### src/rtl/cbosc_pkg.sv
// constants and carrier types for the clock buffer slew/enable control block
package cbosc_pkg;

    // ------------------------------------------------------------------
    // register offsets
    // ------------------------------------------------------------------
    localparam logic [7:0] ADDR_EN_BANK_LOW  = 8'h01; // enables, outputs 0-5
    localparam logic [7:0] ADDR_EN_BANK_HIGH = 8'h02; // enables, outputs 6-7
    localparam logic [7:0] ADDR_OE_READBACK  = 8'h03; // enable pin levels
    localparam logic [7:0] ADDR_OUT_SETUP    = 8'h08; // termination select
    localparam logic [7:0] ADDR_SLEW_TRIM    = 8'h4c; // output_slew_trim

    // ------------------------------------------------------------------
    // reset values
    // ------------------------------------------------------------------
    localparam logic [7:0] RST_EN_BANK_LOW   = 8'hff;
    localparam logic [7:0] RST_EN_BANK_HIGH  = 8'h0f;
    localparam logic [7:0] RST_OUT_SETUP     = 8'h00;
    localparam logic [7:0] RST_SLEW_TRIM     = 8'h66;
    localparam logic [7:0] RD_UNMAPPED       = 8'h00;

    // ------------------------------------------------------------------
    // field positions
    // ------------------------------------------------------------------
    localparam int LOW_BANK_FIRST_BIT  = 1; // output 0 at bit 1, up to 5
    localparam int LOW_BANK_OUTPUTS    = 6;
    localparam int HIGH_BANK_OUT6_BIT  = 0;
    localparam int HIGH_BANK_OUT7_BIT  = 2;
    localparam int TERM_SEL_BIT        = 5;
    localparam int SETUP_RW_BITS       = 6; // bits 7-6 read as zero
    localparam int LOWER_CODE_LSB      = 0;
    localparam int UPPER_CODE_LSB      = 4;
    localparam int CODE_W              = 4;
    localparam int GROUP_SIZE          = 4;
    localparam int NUM_OUTPUTS         = 8;

    // ------------------------------------------------------------------
    // strap decode and timing
    // ------------------------------------------------------------------
    localparam logic [1:0] STRAP_LOW  = 2'h0;
    localparam logic [1:0] STRAP_MID  = 2'h1;
    localparam logic [1:0] STRAP_HIGH = 2'h2;
    localparam int         SYNC_STAGES = 2;
    localparam logic [1:0] STRAP_CAPTURE_CNT = 2'h2; // after sync settles

    // ------------------------------------------------------------------
    // register access request from the bus engine
    // ------------------------------------------------------------------
    typedef struct packed {
        logic       wrEn;   // one-cycle write strobe
        logic       rdEn;   // one-cycle read strobe
        logic [7:0] addr;   // register address
        logic [7:0] wrData; // write byte
    } cbosc_reg_req_t;

    // per-output state handed to the drivers
    typedef struct packed {
        logic [NUM_OUTPUTS-1:0]        enable;  // output running
        logic [NUM_OUTPUTS*CODE_W-1:0] slew;    // trim code per output
        logic                          term100; // 1 = 100 ohm, 0 = 85 ohm
    } cbosc_drv_cfg_t;

endpackage

### src/rtl/cbosc_sync.sv
// two-flop synchroniser for asynchronous pin levels
`timescale 1ns/1ps
module cbosc_sync
    import cbosc_pkg::*;
#(
    parameter int WIDTH = 8
) (
    // clock and reset
    input  wire logic             clk_sys,
    input  wire logic             arst_n,
    // pin side
    input  wire logic [WIDTH-1:0] pinIn,
    // clock-domain side
    output logic      [WIDTH-1:0] syncOut
);

    // ------------------------------------------------------------------
    // two stages; the first is read only by the second
    // ------------------------------------------------------------------
    logic [WIDTH-1:0] meta_q; // first stage, may go metastable

    // sample the pin, then retime
    always_ff @(posedge clk_sys or negedge arst_n) begin
        if (!arst_n) begin
            meta_q  <= '0;
            syncOut <= '0;
        end else begin
            meta_q  <= pinIn;
            syncOut <= meta_q;
        end
    end

endmodule

### src/rtl/cbosc_ctrl.sv
// control registers, output enables and slew trim for the fanout buffer
//
// Function
// - two trim groups: outputs 0-3, 4-7
// - upper trim field bits 7-4, reset 6
// - lower trim field bits 3-0, reset 6
// - outputs run only when software bit and pin both enable
// - software enables reset to one
// - floating active-low enable pin reads low
// - target address picked from strap levels
// - termination defaults to 85 ohm
// - reference clock fanned out unchanged
// - slew trim at address 4Ch, reset 66h
// - software enable: 0 off, 1 on
// - termination bit: 0 85 ohm, 1 100 ohm
`timescale 1ns/1ps
module cbosc_ctrl
    import cbosc_pkg::*;
#(
    parameter logic [6:0] ADDR_BASE = 7'h68 // first strap address, plain
) (
    // clock and reset
    input  wire logic                   clk_sys,
    input  wire logic                   arst_n,
    // register port from the bus engine
    input  wire cbosc_reg_req_t         regReq,
    output logic      [7:0]             regRdData,
    output logic                        regRdValid,
    // board pins
    input  wire logic [NUM_OUTPUTS-1:0] oeN,
    input  wire logic [1:0]             addrStrapA,
    input  wire logic [1:0]             addrStrapB,
    // reference clock and outputs
    input  wire logic                   refClk,
    output logic      [NUM_OUTPUTS-1:0] clockOutputPair,
    // driver configuration and bus address
    output cbosc_drv_cfg_t              drvCfg,
    output logic      [6:0]             targetAddr,
    output logic                        targetAddrValid
);

    // ------------------------------------------------------------------
    // state
    // ------------------------------------------------------------------
    logic [7:0]             enBankLow_q;   // enable_bank_low
    logic [7:0]             enBankHigh_q;  // enable_bank_high
    logic [SETUP_RW_BITS-1:0] outSetup_q;  // termination_select and spares
    logic [7:0]             slewTrim_q;    // output_slew_trim
    logic [NUM_OUTPUTS-1:0] swEnable;      // software bit per output
    logic [NUM_OUTPUTS-1:0] oeNSync;       // synchronised pin levels
    logic [NUM_OUTPUTS-1:0] outEnable_q;   // registered output enable
    logic [3:0]             strapSync;     // synchronised straps
    logic [1:0]             strapCnt_q;    // settle counter after reset
    logic [7:0]             rdData_d;      // read mux
    logic [3:0]             strapIndex;    // 0..8

    // ------------------------------------------------------------------
    // pin synchronisers
    // ------------------------------------------------------------------
    // the pins are asynchronous; an unconnected pin has its pulldown and
    // therefore shows up here as low, i.e. asserted
    cbosc_sync #(.WIDTH(NUM_OUTPUTS)) u_oe_sync (
        .clk_sys (clk_sys),
        .arst_n  (arst_n),
        .pinIn   (oeN),
        .syncOut (oeNSync)
    );

    cbosc_sync #(.WIDTH(4)) u_strap_sync (
        .clk_sys (clk_sys),
        .arst_n  (arst_n),
        .pinIn   ({addrStrapA, addrStrapB}),
        .syncOut (strapSync)
    );

    // ------------------------------------------------------------------
    // register writes
    // ------------------------------------------------------------------
    // enable banks; reserved bits store but steer nothing
    always_ff @(posedge clk_sys or negedge arst_n) begin
        if (!arst_n) begin
            enBankLow_q  <= RST_EN_BANK_LOW;
            enBankHigh_q <= RST_EN_BANK_HIGH;
        end else if (regReq.wrEn) begin
            if (regReq.addr == ADDR_EN_BANK_LOW) begin
                enBankLow_q <= regReq.wrData;
            end
            if (regReq.addr == ADDR_EN_BANK_HIGH) begin
                enBankHigh_q <= regReq.wrData;
            end
        end
    end

    // output setup; top two bits are read-only zero and not stored
    always_ff @(posedge clk_sys or negedge arst_n) begin
        if (!arst_n) begin
            outSetup_q <= RST_OUT_SETUP[SETUP_RW_BITS-1:0];
        end else if (regReq.wrEn && regReq.addr == ADDR_OUT_SETUP) begin
            outSetup_q <= regReq.wrData[SETUP_RW_BITS-1:0];
        end
    end

    // slew trim; a whole-byte write, so software rewrites both codes and
    // an unchanged code keeps its drivers steady
    always_ff @(posedge clk_sys or negedge arst_n) begin
        if (!arst_n) begin
            slewTrim_q <= RST_SLEW_TRIM;
        end else if (regReq.wrEn && regReq.addr == ADDR_SLEW_TRIM) begin
            slewTrim_q <= regReq.wrData;
        end
    end

    // ------------------------------------------------------------------
    // register reads
    // ------------------------------------------------------------------
    // unmapped addresses read zero
    always_comb begin
        rdData_d = RD_UNMAPPED;
        unique case (regReq.addr)
            ADDR_EN_BANK_LOW:  rdData_d = enBankLow_q;
            ADDR_EN_BANK_HIGH: rdData_d = enBankHigh_q;
            ADDR_OE_READBACK:  rdData_d = oeNSync;
            ADDR_OUT_SETUP:    rdData_d = {2'h0, outSetup_q};
            ADDR_SLEW_TRIM:    rdData_d = slewTrim_q;
            default:           rdData_d = RD_UNMAPPED;
        endcase
    end

    // answer one cycle after the strobe, data held until the next read
    always_ff @(posedge clk_sys or negedge arst_n) begin
        if (!arst_n) begin
            regRdData  <= 8'h00;
            regRdValid <= 1'b0;
        end else begin
            regRdValid <= regReq.rdEn;
            if (regReq.rdEn) begin
                regRdData <= rdData_d;
            end
        end
    end

    // ------------------------------------------------------------------
    // output enable combination
    // ------------------------------------------------------------------
    // map the scattered software bits onto output numbers
    generate
        for (genvar i = 0; i < LOW_BANK_OUTPUTS; i++) begin : g_low_en
            assign swEnable[i] = enBankLow_q[LOW_BANK_FIRST_BIT + i];
        end
    endgenerate
    assign swEnable[6] = enBankHigh_q[HIGH_BANK_OUT6_BIT];
    assign swEnable[7] = enBankHigh_q[HIGH_BANK_OUT7_BIT];

    // both controls must agree; registering keeps the gate glitch free
    always_ff @(posedge clk_sys or negedge arst_n) begin
        if (!arst_n) begin
            outEnable_q <= '0;
        end else begin
            outEnable_q <= swEnable & ~oeNSync;
        end
    end

    // pass-through fanout; the analog path adds no divider, so the
    // frequency is that of the reference
    assign clockOutputPair = {NUM_OUTPUTS{refClk}} & outEnable_q;

    // ------------------------------------------------------------------
    // driver configuration
    // ------------------------------------------------------------------
    generate
        for (genvar i = 0; i < NUM_OUTPUTS; i++) begin : g_slew
            // outputs below GROUP_SIZE take the lower code
            if (i < GROUP_SIZE) begin : g_lower
                assign drvCfg.slew[i*CODE_W +: CODE_W] =
                    slewTrim_q[LOWER_CODE_LSB +: CODE_W];
            end else begin : g_upper
                assign drvCfg.slew[i*CODE_W +: CODE_W] =
                    slewTrim_q[UPPER_CODE_LSB +: CODE_W];
            end
        end
    endgenerate
    assign drvCfg.enable  = outEnable_q;
    assign drvCfg.term100 = outSetup_q[TERM_SEL_BIT];

    // ------------------------------------------------------------------
    // strap address capture
    // ------------------------------------------------------------------
    // three-level straps: low, mid (open), high; code 3 treated as mid
    function automatic logic [3:0] strapLevel(input logic [1:0] s);
        logic [3:0] v;
        v = 4'h1;
        if (s == STRAP_LOW) v = 4'h0;
        if (s == STRAP_HIGH) v = 4'h2;
        return v;
    endfunction

    assign strapIndex = 4'((strapLevel(strapSync[3:2]) * 4'h3) +
                           strapLevel(strapSync[1:0]));

    // caught once after release, once the synchroniser has settled;
    // later strap movement is ignored so the address cannot jump
    always_ff @(posedge clk_sys or negedge arst_n) begin
        if (!arst_n) begin
            strapCnt_q      <= 2'h0;
            targetAddr      <= 7'h00;
            targetAddrValid <= 1'b0;
        end else if (!targetAddrValid) begin
            strapCnt_q <= strapCnt_q + 2'h1;
            if (strapCnt_q == STRAP_CAPTURE_CNT) begin
                targetAddr      <= ADDR_BASE + 7'(strapIndex);
                targetAddrValid <= 1'b1;
            end
        end
    end
endmodule

### config.mk
export PLATFORM = sky130hd
export DESIGN_NAME = cbosc_ctrl
export DESIGN_NICKNAME = d
export VERILOG_FILES = /design/src/rtl/cbosc_pkg.sv /design/src/rtl/cbosc_sync.sv /design/src/rtl/cbosc_ctrl.sv
export SDC_FILE = /design/constraint.sdc
export NUM_CORES = 1
export LEC_CHECK = 0
export ABC_AREA = 1
export BUFFER_PORTS_ARGS = -buffer_cell sky130_fd_sc_hd__clkbuf_2
export CAP_MARGIN = 20
export CORE_UTILIZATION = 45
export DETAILED_ROUTE_END_ITERATION = 6
export PLACE_DENSITY = 0.71
export SYNTH_ARGS = -nofsm -noshare
export SYNTH_HDL_FRONTEND = slang
export SYNTH_SLANG_ARGS = --single-unit
export TNS_END_PERCENT = 100
### constraint.sdc
create_clock -name clk_sys -period 3.08 [get_ports clk_sys]
set_input_delay 0.154 -clock clk_sys [delete_from_list [all_inputs] [get_ports clk_sys]]
set_output_delay 0.154 -clock clk_sys [all_outputs]
set_load 0.01 [all_outputs]
==> results of run 1 <==
[per-stage QoR]
stage	area, µm²	worst slack (ns)
2_1_floorplan	3460	1.29
3_3_place_gp	3830	1.26
3_5_place_dp	3830	1.22
4_1_cts	4140	1.21
5_1_grt	4140	1.16
6_report	4140	1.21
[flip-flops by register name (all words and copies together) (netlist names)]
signal / cells
targetAddr: 6
outSetup_q: 6
strapCnt_q: 2
u_strap_sync.syncOut: 4
targetAddrValid: 1
u_oe_sync.meta_q: 8
slewTrim_q: 8
u_oe_sync.syncOut: 8
regRdValid: 1
enBankHigh_q: 8
enBankLow_q: 8
u_strap_sync.meta_q: 4
regRdData: 8
outEnable_q: 8
[cells in the mapped netlist (all sizes together)]
cell type,count,share of area [%]
a21oi,11,1.6
buf,32,6.7
clkbuf,4,0.43
dfrtp,64,46
dfstp,16,12
fa,1,0.58
ha,4,1.4
inv,50,5.4
nand2,82,9.0
nand3,36,5.5
nor2,34,4.0
nor4,2,0.98
o21a,1,0.22
o21ai,34,4.9
or2,3,0.54
xnor2,1,0.25
[power by group through the flow]
stage	Clock [mW]	Sequential, mW	Combinational (mW)
2_1_floorplan	0	1.18	0.105
3_3_place_gp	0	1.18	0.196
3_5_place_dp	0	1.18	0.201
4_1_cts	0.687	1.16	0.215
5_1_grt	0.740	1.17	0.241
6_report	0.671	1.16	0.212
[per-layer routing]
| layer | GRT usage [%] | part of all wire, % | vias up |
|---|---|---|---|
| met5 | 0 | 0 | - |
| met4 | 6.83 | 1.3 | 0 |
| met3 | 5.16 | 4.9 | 10 |
| met2 | 32.1 | 51 | 70 |
| met1 | 24.5 | 43 | 1291 |
| li1 | - | - | 1313 |
[timing repair]
action,CTS,global route
endpoints found under the hold margin,29,0
hold buffers,14,0
setup buffers,0,0
[cells in the final DEF (no fill, tap or decap)]
master          n
clkbuf_2       97
nand2_1        81
dfrtp_1        64
inv_1          48
nand3_1        34
nor2_1         31
o21ai_0        31
dfstp_2        16
dlygate4sd3_1  14
a21oi_1        11
clkbuf_8       10
ha_1            4
or2_2           3
o21ai_1         3
clkbuf_1        3
inv_2           2
nand3_2         2
nor2_2          2
clkinv_2        2
nor4_2          1
nor2_4          1
o21a_1          1
xnor2_1         1
nor4_4          1
nand2_2         1
fa_1            1
clkinvlp_4      1
buf_4           1
[area by class of cell]
cell class | count | area, µm²
fillers | 660 | 3190
flip-flops and latches | 80 | 2020
multi-input cells | 209 | 1000
repair buffers | 112 | 633
inverters | 50 | 188
clock buffers | 13 | 149
well taps | 99 | 124
clock inverters | 3 | 17.5
[worst max-delay path by stage]
stage	from	endpoint	slack (ns)	cells after the start
6_report	u_strap_sync.syncOut[2]	targetAddr[2]	1.21	6
5_1_grt	u_strap_sync.syncOut[2]	targetAddr[2]	1.16	6
4_1_cts	u_strap_sync.syncOut[2]	targetAddr[2]	1.21	6
3_5_place_dp	u_strap_sync.syncOut[2]	targetAddr[2]	1.22	6
3_3_place_gp	u_strap_sync.syncOut[2]	targetAddr[2]	1.26	6
2_1_floorplan	u_strap_sync.syncOut[2]	targetAddr[2]	1.29	6
[worst max-delay path, delay by kind of cell, from the launching register on]
kind | cells | cell delay [ns]
AOI/OAI and AO/OA | 1 | 0.16
adders and majority gates | 3 | 0.89
buffers and inverters | 1 | 0.06
DFF | 1 | 0.39
and+or+nand+nor | 1 | 0.30
[logic make-up (layout without fill, tap and decap cells)]
kind of cell | after synthesis | in the layout | synth area share, %
adder cells (fa/ha/maj) | 5 | 5 | 2.02
flip-flops | 80 | 80 | 58.4
buffers and inverters | 86 | 178 | 12.6
AO/OA/AOI/OAI | 46 | 46 | 6.72
AND/OR/NAND/NOR | 157 | 157 | 20.0
XOR/XNOR | 1 | 1 | 0.253
==> reports/results.txt, run 1 <==
status: finished, final reports clean
Worst R2R End: targetAddr[2]
total number of vias: 2,684
post-synthesis cell type count: 24
FF+latch count, synth: 80
reg-to-reg setup timing slack: 1.21 ns
Slowest cell on crit path: dfrtp_1
Chip Width: 89.7 µm
layout cells sized above 1: 30.0%
post-DR wirelength/cell: 12.9 µm
Critical Path Most Common Cell: ha_1
RSZ-0062 raised after global routing: false
Die ar.: 8050 µm²
MaxCap Viol Count: 0
Final Critical Period: 1.87 ns
Sw Ratio: 25.6%
Int Power: 1.52 mW
crit-path max cell delay: 0.39 ns
Hold WS: 0.00926 ns
Pwr Density: 494 nW/µm²
gr usage total: 19.4%
combinational power share: 10.4%
hold path depth: 3
kind of critical path: flop to flop
# IOs: 99
remaining global-route overflow: 0
final setup fails: 0
leakage power: 2.21 nW
syn nets: 413
Reg2Reg Depth: 6
fin util: 56.4%
Rows: 31
relative slew slack: 34.9%
Clock Skew: 0.00699 ns
worst-path maximum fanout: 3
Syn Area/Cell: 9.23 µm²
DP Cell Count: 536
DRT Pass-1 Iters: 5
Worst setup SP type: flop
drt drc: 0
vias in the first global route: 2,485
clock latency on the worst-skew pair: 0.35 ns
sequential share of power: 56.8%
pins over their slew limit: 0
Peak VDD IR: 271 µV
worst path arrival time: 2.14 ns
f_max: 536 MHz
Vias/cell: 4.74
area delta synth->final: 19.5%
Root Buffer: clkbuf_8
hold path start: regReq[7]
final worst-path cycle share: 60.6%
Slew @ Worst Pin: 0.977 ns
Cells after Synth: 375
Fin. Hold Viols: 0
CTS Buf Count: 9
Clock Path Buffers: 2
Chip Height: 89.7 µm
post-synthesis sequential area ratio: 58.4%
Final Total Pwr: 2.04 mW
initial antenna violation count: 0
Req. time, crit path: 3.36 ns
post-CTS sizing: 0
setup tns final: 0 ns
Post-Layout Cell Count: 566
Net Switching: 524 µW
crit end category: flop
CTS tree: done
final wirelength: 7300 µm
core area: 7330 µm²
hold crit path type: input pin to flop
largest net degree at the start of global routing: 81
Antenna Cells: 0
Clock Power Share: 32.9%
hpwl dp: 5150 µm
Final nets: 500
routability cong.: 0.841
synthesized area: 3460 µm²
worst-path cell chain: or2_2 > ha_1 > ha_1 > inv_1 > fa_1 > o21ai_0
Worst R2R Start: u_strap_sync.syncOut[2]
CTS clk-pin slew, worst paths: 0.08 ns
Port Buf Inserts: 98
Synth warnings: 0
first-pass GRT wire length: 12,000 µm
htree depth: 3
clk sinks: 80
Initial Util: 47.2%
Iteration-0 DRC Markers: 131
final antenna-violating net count: 0
Min-Delay Endpoint: enBankLow_q[7]
Note: power is estimated with default switching activity, not from simulation.
==> run 2, diff against run 1 <==
==> constraint.sdc (replaced) <==
create_clock -name clk_sys -period 1.8 [get_ports clk_sys]
set_input_delay 0.09 -clock clk_sys [delete_from_list [all_inputs] [get_ports clk_sys]]
set_output_delay 0.09 -clock clk_sys [all_outputs]
set_load 0.01 [all_outputs]
==> reports/results.txt, run 2 (synthesis results as in run 1) <==
status: finished, final reports clean
largest net degree at the start of global routing: 34 (-58%)
Clock Power Share: 37.7% (+4.8 points)
hold path depth: 3 (unchanged)
kind of critical path: flop to flop
pins over their slew limit: 0 (unchanged)
hold crit path type: input pin to flop
Port Buf Inserts: 98 (unchanged)
clock latency on the worst-skew pair: 0.35 ns (about the same)
vias in the first global route: 2,655 (+6.8%)
Req. time, crit path: 2.08 ns (-1.28 ns)
crit end category: flop
Slew @ Worst Pin: 0.516 ns (-0.461 ns)
initial antenna violation count: 0 (unchanged)
gr usage total: 20.1% (+0.70 points)
Fin. Hold Viols: 0 (unchanged)
layout cells sized above 1: 31.7% (+1.7 points)
most frequent cells in the layout: clkbuf_2 (97), nand2_1 (81), dfrtp_1 (64), inv_1 (48), nand3_1 (34)
Reg2Reg Depth: 6 (unchanged)
CTS Buf Count: 9 (unchanged)
Root Buffer: clkbuf_8
fin util: 59.4% (+3.0 points)
total number of vias: 2,780 (+3.6%)
worst-path cell chain: or2_4 > ha_4 > ha_1 > inv_1 > fa_1 > o21ai_1
Final Worst Setup Slack: 0.0844 ns (-1.13 ns)
worst-path maximum fanout: 2 (-1)
crit-path max cell delay: 0.40 ns (about the same)
drt drc: 0 (unchanged)
Worst R2R End: targetAddr[2]
dpl ws: -0.0580 ns (-1.28 ns)
routability cong.: 0.818 (-2.7%)
sequential share of power: 51.9% (-4.9 points)
Min-Delay Endpoint: enBankLow_q[3]
Clock Skew: 0.00708 ns (+0.0000905 ns)
final wirelength: 7590 µm (+4.0%)
area delta synth->final: 25.8%
Pwr Density: 877 nW/µm² (+78%)
Rows: 31 (unchanged)
Worst setup SP type: flop
f_max: 583 MHz (+8.8%)
CTS clk-pin slew, worst paths: 0.07 ns (about the same)
Final Critical Period: 1.72 ns (-0.151 ns)
first-pass GRT wire length: 12,500 µm (+4.0%)
Peak VDD IR: 393 µV (+45%)
MaxCap Viol Count: 0 (unchanged)
CP bufs+invs: 1 (unchanged)
Net Switching: 918 µW (+75%)
reg-to-reg setup timing slack: 0.08 ns (-1.13 ns)
Slowest cell on crit path: fa_1
Iteration-0 DRC Markers: 156 (+19%)
Clock Path Buffers: 2 (unchanged)
leakage power: 2.31 nW (+4.7%)
post-DR wirelength/cell: 13.0 µm (+1.2%)
core area: 7330 µm² (unchanged)
Antenna Cells: 0 (unchanged)
Chip Width: 89.7 µm (unchanged)
Chip Height: 89.7 µm (unchanged)
# IOs: 99 (unchanged)
delay-heaviest family, CP: adder cells
final antenna-violating net count: 0 (unchanged)
RSZ-0062 raised after global routing: false
CTS tree: done
worst path arrival time: 2.00 ns (-0.14 ns)
final worst-path cycle share: 95.3% (+35 points)
Initial Util: 47.2% (unchanged)
Die ar.: 8050 µm² (unchanged)
hpwl dp: 5400 µm (+4.9%)
combinational power share: 10.4% (about the same)
DRT Pass-1 Iters: 4 (-1)
Vias/cell: 4.78 (+0.73%)
Sw Ratio: 24.0% (-1.6 points)
Int Power: 2.90 mW (+91%)
clk sinks: 80 (unchanged)
relative slew slack: 65.5% (+31 points)
hold path start: regReq[3]
remaining global-route overflow: 0 (unchanged)
final setup fails: 0 (unchanged)
Final Total Pwr: 3.82 mW (+87%)
Final nets: 516 (+3.2%)
Worst R2R Start: u_strap_sync.syncOut[2]
htree depth: 3 (unchanged)
most common cell after layout, fill and taps aside: clkbuf_2
[run 2: cell types whose count changed in the layout (fill, tap and decap cells not counted)]
cell,before,now
buf_12,0,1
buf_4,1,10
bufinv_16,0,2
clkbuf_1,3,1
clkinv_2,2,1
clkinvlp_4,1,2
dlygate4sd3_1,14,20
ha_1,4,3
ha_4,0,1
o21ai_0,31,30
o21ai_1,3,4
or2_2,3,2
or2_4,0,1
[run 2: cell type report]
| type | instances | area, µm² |
|---|---|---|
| inverter | 50 | 188 |
| timing repair buffer | 128 | 781 |
| sequential | 80 | 2020 |
| fill | 643 | 2980 |
| clock buffer | 11 | 141 |
| clock inverter | 5 | 80.1 |
| tap | 99 | 124 |
| multi-input combinational | 209 | 1020 |
[run 2: power groups by stage]
| stage | logic (mW) | registers (mW) | clock network, mW |
|---|---|---|---|
| after floorplan | 0.180 | 2.02 | 0 |
| after global placement | 0.348 | 2.01 | 0 |
| after detailed placement | 0.357 | 2.02 | 0 |
| after CTS | 0.399 | 1.98 | 1.47 |
| after global routing | 0.442 | 2.00 | 1.55 |
| final | 0.396 | 1.98 | 1.44 |
[run 2: timing repair]
item | in CTS | in global routing
buffers inserted | 1 | 1
hold endpoints to repair | 57 | 0
gates resized for setup | 2 | 1
setup endpoints to repair | 1 | 3
hold buffers | 20 | 0
[run 2: tightest hold or removal path: stages]
cell and delay (ns):
clkbuf_2 0.11, nand2_1 0.06, o21ai_0 0.09
[run 2: worst max path at each step]
stage,startpoint,slack (ns),end,cells past startpoint
2_1_floorplan,u_strap_sync.syncOut[2],0.009,targetAddr[2],6
6_report,u_strap_sync.syncOut[2],0.08,targetAddr[2],6
5_1_grt,u_strap_sync.syncOut[2],0.0004,targetAddr[4],7
4_1_cts,u_strap_sync.syncOut[2],0.01,targetAddr[2],6
3_3_place_gp,u_strap_sync.syncOut[2],-0.004,targetAddr[2],6
3_5_place_dp,u_strap_sync.syncOut[2],-0.06,targetAddr[2],6
[run 2: per-layer routing]
| layer | routed length (µm) | vias to the layer above | track usage (%) |
|---|---|---|---|
| li1 | - | 1352 | - |
| met1 | 3170 | 1330 | 24.6 |
| met2 | 3930 | 85 | 34.0 |
| met3 | 362 | 13 | 4.06 |
| met4 | 131 | 0 | 9.43 |
| met5 | 0 | - | 0 |
[run 2: metrics by stage]
stage | hold WS (ns) | std cells | TNS (ns) | instance area [µm²]
global placement | 0.0503 | 544 | -0.00432 | 3900
global route | 0.0215 | 582 | 0 | 4360
CTS | 0.00216 | 581 | 0 | 4350
detailed placement | 0.0580 | 544 | -0.0580 | 3900
finish | 0.0110 | 582 | 0 | 4360
floorplan | -0.206 | 375 | 0 | 3460
==> run 3, diff against run 2 <==
==> constraint.sdc (replaced) <==
create_clock -name clk_sys -period 1.65 [get_ports clk_sys]
set_input_delay 0.0825 -clock clk_sys [delete_from_list [all_inputs] [get_ports clk_sys]]
set_output_delay 0.0825 -clock clk_sys [all_outputs]
set_load 0.01 [all_outputs]
==> reports/results.txt, run 3 (synthesis results as in run 1) <==
layout cells sized above 1: 31.9% (+0.21 points)
vias in the first global route: 2,714 (+2.2%)
delay-heaviest family, CP: adder cells
CP bufs+invs: 1 (unchanged)
most frequent cells in the layout: clkbuf_2 (97), nand2_1 (81), dfrtp_1 (64), inv_1 (48), nand3_1 (34)
final setup fails: 3 (+3)
hold path depth: 1 (-2)
clk sinks: 80 (unchanged)
total number of vias: 2,781 (+0.036%)
Port Buf Inserts: 98 (unchanged)
DRT Pass-1 Iters: 4 (unchanged)
Slew @ Worst Pin: 0.530 ns (+0.0136 ns)
first-pass GRT wire length: 12,700 µm (+1.8%)
Root Buffer: clkbuf_8
worst-path cell chain: or2_4 > ha_4 > ha_1 > inv_1 > fa_1 > o21ai_1
routability cong.: 0.808 (-1.2%)
hpwl dp: 5490 µm (+1.6%)
Fin. Hold Viols: 0 (unchanged)
Slowest cell on crit path: fa_1
Clock Path Buffers: 2 (unchanged)
status: finished with violations
Die ar.: 8050 µm² (unchanged)
setup tns final: -0.167 ns (-0.167 ns)
# IOs: 99 (unchanged)
Post-Layout Cell Count: 582 (unchanged)
largest net degree at the start of global routing: 34 (unchanged)
Iteration-0 DRC Markers: 125 (-20%)
Hold WS: 0.0211 ns (+0.0100 ns)
Req. time, crit path: 1.90 ns (-0.18 ns)
DP Cell Count: 544 (unchanged)
CTS clk-pin slew, worst paths: 0.08 ns (about the same)
gr usage total: 20.3% (+0.25 points)
fin util: 59.1% (-0.29 points)
Reg2Reg Depth: 6 (unchanged)
final antenna-violating net count: 0 (unchanged)
initial antenna violation count: 0 (unchanged)
Peak VDD IR: 398 µV (+1.3%)
crit-path max cell delay: 0.47 ns (+0.07 ns)
worst-path maximum fanout: 2 (unchanged)
final wirelength: 7710 µm (+1.5%)
dpl ws: -0.0471 ns (+0.0109 ns)
Initial Util: 47.2% (unchanged)
kind of critical path: flop to flop
remaining global-route overflow: 0 (unchanged)
Final nets: 516 (unchanged)
leakage power: 2.30 nW (-0.63%)
RSZ-0062 raised after global routing: true
pins over their slew limit: 0 (unchanged)
clock latency on the worst-skew pair: 0.36 ns (about the same)
failing checks: setup timing
Final Critical Period: 1.72 ns (+0.00437 ns)
Pwr Density: 930 nW/µm² (+6.0%)
hold crit path type: input pin to flop
most common cell after layout, fill and taps aside: clkbuf_2
htree depth: 3 (unchanged)
Chip Height: 89.7 µm (unchanged)
Chip Width: 89.7 µm (unchanged)
CTS Buf Count: 9 (unchanged)
f_max: 581 MHz (-0.25%)
CTS tree: done
Vias/cell: 4.78 (about the same)
MaxCap Viol Count: 0 (unchanged)
relative slew slack: 64.5% (-0.91 points)
Final Worst Setup Slack: -0.0699 ns (-0.154 ns)
hold path start: regReq[16]
post-DR wirelength/cell: 13.2 µm (+1.5%)
Worst R2R End: targetAddr[2]
Worst setup SP type: flop
crit end category: flop
Antenna Cells: 0 (unchanged)
Worst R2R Start: u_strap_sync.syncOut[3]
Min-Delay Endpoint: regRdValid
drt drc: 0 (unchanged)
worst path arrival time: 1.97 ns (-0.03 ns)
reg-to-reg setup timing slack: -0.07 ns (-0.15 ns)
Rows: 31 (unchanged)
final worst-path cycle share: 104% (+8.9 points)
area delta synth->final: 25.2%
Clock Skew: 0.00677 ns (-0.000308 ns)
core area: 7330 µm² (unchanged)
==> run 3: cell count changes in the layout (fill, tap and decap cells not counted) <==
cell           before  now
buf_4              10    9
bufinv_16           2    1
clkbuf_1            1    0
clkbuf_8           10    9
clkinv_2            1    2
clkinvlp_4          2    3
dlygate4sd3_1      20   21
inv_6               0    1
nor2_1             31   30
nor2_2              2    3
==> run 3: worst max-delay path by stage <==
stage	startpoint	endpoint	slack, ns	cells past startpoint
after floorplan	u_strap_sync.syncOut[3]	targetAddr[2]	-0.01	6
after global placement	u_strap_sync.syncOut[3]	targetAddr[2]	-0.03	6
after detailed placement	u_strap_sync.syncOut[3]	targetAddr[2]	-0.05	6
after CTS	u_strap_sync.syncOut[3]	targetAddr[2]	-0.04	6
after global routing	u_strap_sync.syncOut[3]	targetAddr[2]	-0.12	6
final	u_strap_sync.syncOut[3]	targetAddr[2]	-0.07	6
==> run 3: cell type report <==
type	instances	area, µm²
Clock inverter	7	71.3
Multi-Input combinational cell	209	1020
Sequential cell	80	2020
Inverter	50	188
Fill cell	636	3000
Tap cell	99	124
Clock buffer	9	124
Timing Repair Buffer	128	783
==> run 3: layer usage <==
layer  GRT usage (%)  wire length [µm]
met1            25.5              3200
met2            33.8              3910
met3            2.88               377
met4            11.5               216
met5               0                 0
==> run 3: timing repair <==
| action | in CTS | in global routing |
|---|---|---|
| endpoints found under the hold margin | 63 | 0 |
| cloned | 0 | 0 |
| buffers inserted | 0 | 1 |
| hold buffers | 21 | 0 |
| setup endpoints to repair | 3 | 3 |
| gates resized for setup | 0 | 1 |
==> run 3: stage by stage <==
stage	power, mW	area [µm²]
CTS	4.05	4320
floorplan	2.41	3480
detailed placement	2.60	3920
finish	4.03	4330
global placement	2.58	3920
global route	4.22	4330
==> run 3: power breakdown <==
group          switching (mW)  internal, mW
Combinational           0.252         0.184
Clock                   0.734         0.697
Sequential             0.0704          2.09
Total                    1.06          2.97
==> run 3: worst reg2reg max path, delay by kind of cell, from the launching register on <==
family                     cells  cell delay, ns
DFF                            1            0.39
AOI/OAI and AO/OA              1            0.05
adders and majority gates      3            0.86
and+or+nand+nor                1            0.27
buffers and inverters          1            0.04
